==> src/pwr_pkg.sv <==
package pwr_pkg;

  localparam logic [7:0] ADDR_CONTROL = 8'h00;
  localparam logic [7:0] ADDR_UNLOCK  = 8'h04;
  localparam logic [7:0] ADDR_STATUS  = 8'h08;
  localparam logic [7:0] ADDR_MASK    = 8'h0C;

  localparam int BIT_HXT_EN   = 0;
  localparam int BIT_LXT_EN   = 1;
  localparam int BIT_HRC_EN   = 2;
  localparam int BIT_LRC_EN   = 3;
  localparam int BIT_WU_DLY   = 4;
  localparam int BIT_WU_IE    = 5;
  localparam int BIT_WU_FLAG  = 6;
  localparam int BIT_PD_EN    = 7;
  localparam int BIT_WAIT_CPU = 8;

  localparam logic [8:0] CONTROL_RESET = 9'h01F;
  localparam logic [8:0] WRITE_MASK    = 9'h1BF;

  localparam logic [7:0] UNLOCK_KEY0 = 8'h59;
  localparam logic [7:0] UNLOCK_KEY1 = 8'h16;
  localparam logic [7:0] UNLOCK_KEY2 = 8'h88;

  localparam int WAKE_DELAY_CRYSTAL = 4096;
  localparam int WAKE_DELAY_RC      = 256;

  localparam int EVENT_BITS = 3;

  typedef enum logic [1:0]
  {
    ST_RUN      = 2'b00,
    ST_IDLE     = 2'b01,
    ST_DOWN     = 2'b10,
    ST_SETTLE   = 2'b11
  } power_state_t;

  typedef struct packed
  {
    logic hxtOn;
    logic hrcOn;
    logic lxtOn;
    logic lrcOn;
    logic pllOn;
    logic sysClkOn;
    logic cpuClkOn;
    logic fastPeriphOn;
  } clock_gates_t;

endpackage

==> src/unlock_seq.sv <==
`timescale 1ns/1ps
// Watches byte writes to the unlock register and opens protection after the key sequence.
module unlock_seq
(
  input  wire logic       clk,
  input  wire logic       nrst,
  input  wire logic       wrStrobe,
  input  wire logic [7:0] wrByte,
  output logic            unlocked
);

  logic [1:0] step_q;
  logic       unlocked_q;

  assign unlocked = unlocked_q;

  // Any other byte restarts the sequence and locks protection again.
  always_ff @(posedge clk)
  begin
    if (!nrst)
    begin
      step_q     <= 2'h0;
      unlocked_q <= 1'b0;
    end
    else if (wrStrobe)
    begin
      if (step_q == 2'h0 && wrByte == pwr_pkg::UNLOCK_KEY0)
      begin
        step_q <= 2'h1;
      end
      else if (step_q == 2'h1 && wrByte == pwr_pkg::UNLOCK_KEY1)
      begin
        step_q <= 2'h2;
      end
      else if (step_q == 2'h2 && wrByte == pwr_pkg::UNLOCK_KEY2)
      begin
        step_q     <= 2'h0;
        unlocked_q <= 1'b1;
      end
      else
      begin
        step_q     <= 2'h0;
        unlocked_q <= 1'b0;
      end
    end
  end

endmodule

==> src/power_down_entry_wake_control.sv <==
// Added by the designer: the Wishbone interface to the registers.
`timescale 1ns/1ps
module power_down_entry_wake_control
#(
  parameter int DELAY_CRYSTAL = pwr_pkg::WAKE_DELAY_CRYSTAL,
  parameter int DELAY_RC      = pwr_pkg::WAKE_DELAY_RC
)
(
  input  wire logic                                clk,
  input  wire logic                                nrst,
  input  wire logic                                wb_cyc_i,
  input  wire logic                                wb_stb_i,
  input  wire logic                                wb_we_i,
  input  wire logic [7:0]                          wb_adr_i,
  input  wire logic [31:0]                         wb_dat_i,
  input  wire logic [3:0]                          wb_sel_i,
  output logic [31:0]                              wb_dat_o,
  output logic                                     wb_ack_o,
  input  wire logic                                cpuSleep,
  input  wire logic                                sysClkFromCrystal,
  input  wire logic                                lowSpeedPeriph,
  input  wire logic [pwr_pkg::EVENT_BITS+3:0]      wakeSources,
  output pwr_pkg::clock_gates_t                    gates,
  output logic                                     powerDown,
  output logic                                     wakeIrq,
  output logic                                     irq
);

  // The wake delay counter is 16 bits wide, so longer or empty delays are refused.
  if (DELAY_CRYSTAL < 1 || DELAY_RC < 1 || DELAY_CRYSTAL > 65535 || DELAY_RC > 65535)
  begin
    $error("wake delay counts out of range");
  end

  localparam int WS = pwr_pkg::EVENT_BITS + 4;

  logic [8:0]              ctrl_q;
  logic [1:0]              stat_q;
  logic [1:0]              mask_q;
  logic [31:0]             rdata_q;
  logic                    ack_q;
  logic                    irq_q;
  logic                    wakeIrq_q;
  logic                    pd_q;
  pwr_pkg::clock_gates_t   gates_q;
  pwr_pkg::power_state_t   state_q;
  logic [15:0]             delay_q;
  logic [WS-1:0]           wsMeta_q;
  logic [WS-1:0]           wsSync_q;
  logic                    slpMeta_q;
  logic                    slpSync_q;
  logic                    wbWrite;
  logic                    unlocked;
  logic                    wakeEvent;
  logic                    wakeEdge;
  logic                    prevDown_q;
  logic                    enterDown;

  assign wb_dat_o = rdata_q;
  assign wb_ack_o = ack_q;
  assign irq      = irq_q;
  assign wakeIrq  = wakeIrq_q;
  assign powerDown = pd_q;
  assign gates    = gates_q;

  assign wbWrite   = wb_cyc_i && wb_stb_i && wb_we_i && !ack_q;
  assign wakeEvent = |wsSync_q;

  // Wake sources and sleep come from other clock domains and are synchronised.
  always_ff @(posedge clk)
  begin
    if (!nrst)
    begin
      wsMeta_q  <= '0;
      wsSync_q  <= '0;
      slpMeta_q <= 1'b0;
      slpSync_q <= 1'b0;
    end
    else
    begin
      wsMeta_q  <= wakeSources;
      wsSync_q  <= wsMeta_q;
      slpMeta_q <= cpuSleep;
      slpSync_q <= slpMeta_q;
    end
  end

  unlock_seq u_unlock
  (
    .clk      (clk),
    .nrst     (nrst),
    .wrStrobe (wbWrite && wb_adr_i == pwr_pkg::ADDR_UNLOCK && wb_sel_i[0]),
    .wrByte   (wb_dat_i[7:0]),
    .unlocked (unlocked)
  );

  // Single-cycle acknowledge; ack drops in the following cycle.
  always_ff @(posedge clk)
  begin
    if (!nrst)
    begin
      ack_q   <= 1'b0;
      rdata_q <= 32'h0000_0000;
    end
    else
    begin
      ack_q <= wb_cyc_i && wb_stb_i && !ack_q;
      unique case (wb_adr_i)
        pwr_pkg::ADDR_CONTROL: rdata_q <= {23'h000000, ctrl_q};
        pwr_pkg::ADDR_UNLOCK:  rdata_q <= {31'h00000000, unlocked};
        pwr_pkg::ADDR_STATUS:  rdata_q <= {30'h00000000, stat_q};
        pwr_pkg::ADDR_MASK:    rdata_q <= {30'h00000000, mask_q};
        default:               rdata_q <= 32'h0000_0000;
      endcase
    end
  end

  assign enterDown = (state_q == pwr_pkg::ST_RUN || state_q == pwr_pkg::ST_IDLE) && ctrl_q[pwr_pkg::BIT_PD_EN]
                     && (!ctrl_q[pwr_pkg::BIT_WAIT_CPU] || slpSync_q);
  assign wakeEdge  = state_q == pwr_pkg::ST_DOWN && wakeEvent;

  // Control register with protection, self-clearing enable and write-one-to-clear flag.
  always_ff @(posedge clk)
  begin
    if (!nrst)
    begin
      ctrl_q <= pwr_pkg::CONTROL_RESET;
    end
    else
    begin
      if (wbWrite && wb_adr_i == pwr_pkg::ADDR_CONTROL && unlocked)
      begin
        for (int i = 0; i < 9; i++)
        begin
          if (pwr_pkg::WRITE_MASK[i] && wb_sel_i[i/8])
          begin
            ctrl_q[i] <= wb_dat_i[i];
          end
        end
      end
      if (wbWrite && wb_adr_i == pwr_pkg::ADDR_CONTROL && wb_sel_i[0] && wb_dat_i[pwr_pkg::BIT_WU_FLAG])
      begin
        ctrl_q[pwr_pkg::BIT_WU_FLAG] <= 1'b0;
      end
      if (wakeEdge)
      begin
        ctrl_q[pwr_pkg::BIT_PD_EN] <= 1'b0;
        if (ctrl_q[pwr_pkg::BIT_WU_IE])
        begin
          ctrl_q[pwr_pkg::BIT_WU_FLAG] <= 1'b1;
        end
      end
    end
  end

  // Power state machine with optional wake delay.
  always_ff @(posedge clk)
  begin
    if (!nrst)
    begin
      state_q <= pwr_pkg::ST_RUN;
      delay_q <= 16'h0000;
    end
    else
    begin
      unique case (state_q)
        pwr_pkg::ST_RUN, pwr_pkg::ST_IDLE:
        begin
          if (enterDown)
          begin
            state_q <= pwr_pkg::ST_DOWN;
          end
          else
          begin
            state_q <= slpSync_q ? pwr_pkg::ST_IDLE : pwr_pkg::ST_RUN;
          end
        end
        pwr_pkg::ST_DOWN:
        begin
          if (wakeEvent)
          begin
            if (ctrl_q[pwr_pkg::BIT_WU_DLY])
            begin
              delay_q <= sysClkFromCrystal ? 16'(DELAY_CRYSTAL - 1) : 16'(DELAY_RC - 1);
              state_q <= pwr_pkg::ST_SETTLE;
            end
            else
            begin
              state_q <= pwr_pkg::ST_RUN;
            end
          end
        end
        pwr_pkg::ST_SETTLE:
        begin
          if (delay_q == 16'h0000)
          begin
            state_q <= pwr_pkg::ST_RUN;
          end
          else
          begin
            delay_q <= delay_q - 16'h0001;
          end
        end
      endcase
    end
  end

  // Clock gate outputs follow the power state, except lxtOn and lrcOn, which follow only their enable bits.
  always_ff @(posedge clk)
  begin
    if (!nrst)
    begin
      gates_q <= '0;
      pd_q    <= 1'b0;
    end
    else
    begin
      pd_q                 <= state_q == pwr_pkg::ST_DOWN;
      gates_q.hxtOn        <= ctrl_q[pwr_pkg::BIT_HXT_EN] && state_q != pwr_pkg::ST_DOWN;
      gates_q.hrcOn        <= ctrl_q[pwr_pkg::BIT_HRC_EN] && state_q != pwr_pkg::ST_DOWN;
      gates_q.lxtOn        <= ctrl_q[pwr_pkg::BIT_LXT_EN];
      gates_q.lrcOn        <= ctrl_q[pwr_pkg::BIT_LRC_EN];
      gates_q.pllOn        <= state_q == pwr_pkg::ST_RUN || state_q == pwr_pkg::ST_IDLE
                              || state_q == pwr_pkg::ST_SETTLE;
      gates_q.sysClkOn     <= state_q == pwr_pkg::ST_RUN || state_q == pwr_pkg::ST_IDLE;
      gates_q.cpuClkOn     <= state_q == pwr_pkg::ST_RUN && !(slpSync_q && !enterDown);
      gates_q.fastPeriphOn <= state_q == pwr_pkg::ST_RUN || state_q == pwr_pkg::ST_IDLE
                              || lowSpeedPeriph;
    end
  end

  // Interrupt status, mask and outputs.
  always_ff @(posedge clk)
  begin
    if (!nrst)
    begin
      stat_q    <= 2'h0;
      mask_q    <= 2'h0;
      irq_q     <= 1'b0;
      wakeIrq_q <= 1'b0;
    end
    else
    begin
      if (wbWrite && wb_adr_i == pwr_pkg::ADDR_MASK && wb_sel_i[0])
      begin
        mask_q <= wb_dat_i[1:0];
      end
      for (int i = 0; i < 2; i++)
      begin
        if (wbWrite && wb_adr_i == pwr_pkg::ADDR_STATUS && wb_sel_i[0] && wb_dat_i[i])
        begin
          stat_q[i] <= 1'b0;
        end
      end
      if (wakeEdge)
      begin
        stat_q[0] <= 1'b1;
      end
      if (enterDown)
      begin
        stat_q[1] <= 1'b1;
      end
      wakeIrq_q <= ctrl_q[pwr_pkg::BIT_WU_FLAG] && ctrl_q[pwr_pkg::BIT_WU_IE];
      irq_q     <= |(stat_q & mask_q);
    end
  end
endmodule

==> config.mk <==
export PLATFORM = sky130hd
export DESIGN_NAME = power_down_entry_wake_control
export DESIGN_NICKNAME = d
export VERILOG_FILES = /design/src/pwr_pkg.sv /design/src/unlock_seq.sv /design/src/power_down_entry_wake_control.sv
export SDC_FILE = /design/constraint.sdc
export NUM_CORES = 1
export LEC_CHECK = 0
export BUFFER_PORTS_ARGS = -buffer_cell sky130_fd_sc_hd__buf_4
export CORE_MARGIN = 10
export CORE_UTILIZATION = 47
export CTS_BUF_LIST = sky130_fd_sc_hd__clkbuf_16
export CTS_CLUSTER_DIAMETER = 50
export DETAILED_ROUTE_END_ITERATION = 16
export GPL_TIMING_DRIVEN = 0
export PLACE_DENSITY = 0.75
export SLEW_MARGIN = 20
export SYNTH_ARGS = -nofsm -noshare
export SYNTH_HDL_FRONTEND = slang
export SYNTH_SLANG_ARGS = --single-unit
==> constraint.sdc <==
create_clock -name clk -period 2.2 [get_ports clk]
set_input_delay 0.22 -clock clk [delete_from_list [all_inputs] [get_ports clk]]
set_output_delay 0.22 -clock clk [all_outputs]
set_load 0.01 [all_outputs]
==> flow_metrics.tcl <==
set metrics [dict create \
    cts-htree-levels 3 \
    clk_pin_slew_ns 0.06 \
    synthFlopType "dfxtp_1" \
    setup_viol 0 \
    die-area_um2 10090 \
    clk_latency_ns 0.33 \
    p_leak_nw 1.672 \
    final.setup.tns_ns 0 \
    fmax_mhz 489.3 \
    grt_pass1_vias 2486 \
    rows 29 \
    reg2regPathDepth 8 \
    crit_type "register to register" \
    regToRegStartpoint "delay_q[0]" \
    syn2layout_area_growth_pct 29.05 \
    grt_first_pass_wirelength_um 11900 \
    antenna_found_initial 0 \
    initial_core_util 0.4816 \
    hp-class "input pin to register" \
    ir_drop_mv 0.4913 \
    power_frac_clock 0.502 \
    dieWidth_um 100.4 \
    port_buffers 52 \
    layout_min_cycle_time_ns 2.044 \
    layout_common_cells "76 x buf_4, 71 x dfxtp_1, 27 x and2_1" \
    switching_share 0.2092 \
    worst_setup_path_start_kind "register" \
    wl_um 7251 \
    wire_per_inst_um 14.80 \
    slew_headroom 0.5209 \
    internal-power_mw 2.391 \
    comb_power_share 0.062 \
    finalNetCount 468 \
    path_common_cell "o211ai_1" \
    syn_area_per_cell_um2 9.413 \
    holdPathEnd "wsMeta_q[2]" \
    drive_gt1_frac 0.2688 \
    cp_data_arrival_time_ns 2.26 \
    slowest_delay_ns 0.41 \
    path_cells "inv_1, ha_1, nor3b_2, and3_1, buf_2, o211ai_1, o211ai_1, a32o_1" \
    path_max_fanout 9 \
    hp-start "wakeSources[2]" \
    pwr-share-seq 0.436 \
    synth_cell_types 59 \
    finalHoldViolations 0 \
    cts_buffers 9 \
    slew_violations 0 \
    post-route-drc-count 0 \
    mostFrequentLayoutCell "buf_4" \
    diodes 0 \
    drt_first_iter_violations 82 \
    fp.dieH_um 100.4 \
    worst_slew_pin_slew_ns 0.7132 \
    post-route-period-util 0.9290 \
    dpl.hpwl_um 5424 \
    cts-root-buf "clkbuf_16" \
    grt_start_max_net_pins 13 \
    ys_seq_area_frac 0.4675 \
    firstDrtPassIters 4 \
    synth_seq_cells 71 \
    cts-resized-gates 0 \
    clockBufferDepth 2 \
    globalRouteOverflowTotal 0 \
    gp_congestion 0.8929 \
    boundaryPins 103 \
    syn_area_um2 3040 \
    yosys_warnings 0 \
    cts_hold_buf 0 \
    r2r_end "delay_q[10]" \
    whs_ns 0.09500 \
    required_ns 2.42 \
    ant_nets 0 \
    hold_depth 2 \
    cts_tree "done" \
    synth_edf_count 0 \
    via_count 2527 \
    outcome "finished clean" \
    cpMaxStageDelayCell "dfxtp_1" \
    grt_util_all_layers 0.1462 \
    p_per_area_nw_per_um2 770.6 \
    vias_per_cell 5.157 \
    netlist_instances 323 \
    cts_setup_buffers 0 \
    cp-end-kind "register" \
    cap_violations 0 \
    rsz0062_at_grt "no" \
    core-area_um2 6314 \
    reg2reg_slack_ns 0.16 \
    cts_num_sinks 71 \
    switching_power_mw 0.6325 \
    clock_skew_ns 0.005134 \
    synthArstFlopShare 0 \
]
flip-flops by register name (all words and copies together) (netlist names), 2 cells and up:
signal and cells:
u_unlock.step_q 2, wsSync_q 7, wsMeta_q 7, delay_q 16, stat_q 2, state_q 2, ctrl_q 9, gates 8
wb_dat_o 9, mask_q 2
per-stage QoR:
step                      utilization  setup WS (ns)  instance area (um^2)  power, mW  std cells
after floorplan                     -         0.3458                  3123      1.448        345
after global placement         0.5717         0.1549                  3610      1.529        474
after detailed placement       0.5717         0.1829                  3610      1.532        474
after CTS                      0.6215         0.1543                  3924      3.039        490
after global routing           0.6215       0.006304                  3924      3.114        490
final                          0.6215         0.1563                  3924      3.024        490
worst max-delay path by stage:
stage	start	end	cells past startpoint	slack, ns
3_5_place_dp	delay_q[0]	delay_q[10]	8	0.18
4_1_cts	delay_q[0]	delay_q[10]	8	0.15
2_1_floorplan	delay_q[0]	delay_q[10]	8	0.35
6_report	delay_q[0]	delay_q[10]	8	0.16
3_3_place_gp	delay_q[0]	delay_q[10]	8	0.15
5_1_grt	delay_q[0]	delay_q[10]	8	0.006
Yosys cell counts, drive strengths merged, types with 2 or more instances:
cell type  instances  share of area
xor2               2         0.0058
buf               27          0.064
nand2b             3         0.0062
mux2i              7          0.023
or2                2         0.0049
o21ai             16          0.028
nand4              3         0.0062
xnor2              6          0.017
nor4               9          0.030
nand3              8          0.015
o211ai             3         0.0091
or4b               2         0.0066
nor3              10          0.018
a211oi             4         0.0099
a31oi              7          0.014
clkbuf            10          0.012
inv                6         0.0074
nor2b              3         0.0062
and2              27          0.056
or4                4          0.012
a21oi             16          0.026
nor2              28          0.038
o41ai              3          0.015
and3               6          0.012
o211a              2         0.0066
nor3b              3         0.0091
nand2             20          0.025
dfxtp             71           0.47
cell families after synthesis:
group                      share of synthesized area
adders and majority gates                   0.004115
DFF                                           0.4675
AOI/OAI and AO/OA                             0.1329
buffers and inverters                        0.08354
muxes                                        0.03045
and+or+nand+nor                               0.2572
xor gates and xnor gates                     0.02305
other                                       0.001233
power groups by stage:
stage | clock (mW) | combinational, mW | sequential (mW)
final | 1.52 | 0.189 | 1.32
after global routing | 1.59 | 0.208 | 1.32
after CTS | 1.53 | 0.187 | 1.32
after detailed placement | 0 | 0.186 | 1.35
after global placement | 0 | 0.184 | 1.35
after floorplan | 0 | 0.0991 | 1.35
cell type report:
| cell class | count | area, um^2 |
|---|---|---|
| Sequential cell | 71 | 1421 |
| Clock inverter | 7 | 88.84 |
| Fill cell | 536 | 2390 |
| Clock buffer | 9 | 225.2 |
| Multi-Input combinational cell | 231 | 1448 |
| Timing Repair Buffer | 52 | 390.4 |
| Tap cell | 77 | 96.34 |
| Inverter | 6 | 22.52 |
| Buffer | 37 | 231.5 |
worst max-delay path: cells and delay by family (launching register included):
family | cells | cell delay (ns)
DFF | 1 | 0.41
and+or+nand+nor | 2 | 0.37
buffers and inverters | 2 | 0.25
AOI/OAI and AO/OA | 3 | 0.68
adders and majority gates | 1 | 0.23
metal layers:
metal  vias up  part of all wire  track usage
li1       1258                 -            -
met1      1173              0.42       0.1629
met2        79              0.49       0.2389
met3        17             0.070      0.06319
met4         0             0.024      0.06087
met5         -                 0            0
Note: power is estimated with default switching activity, not from simulation.
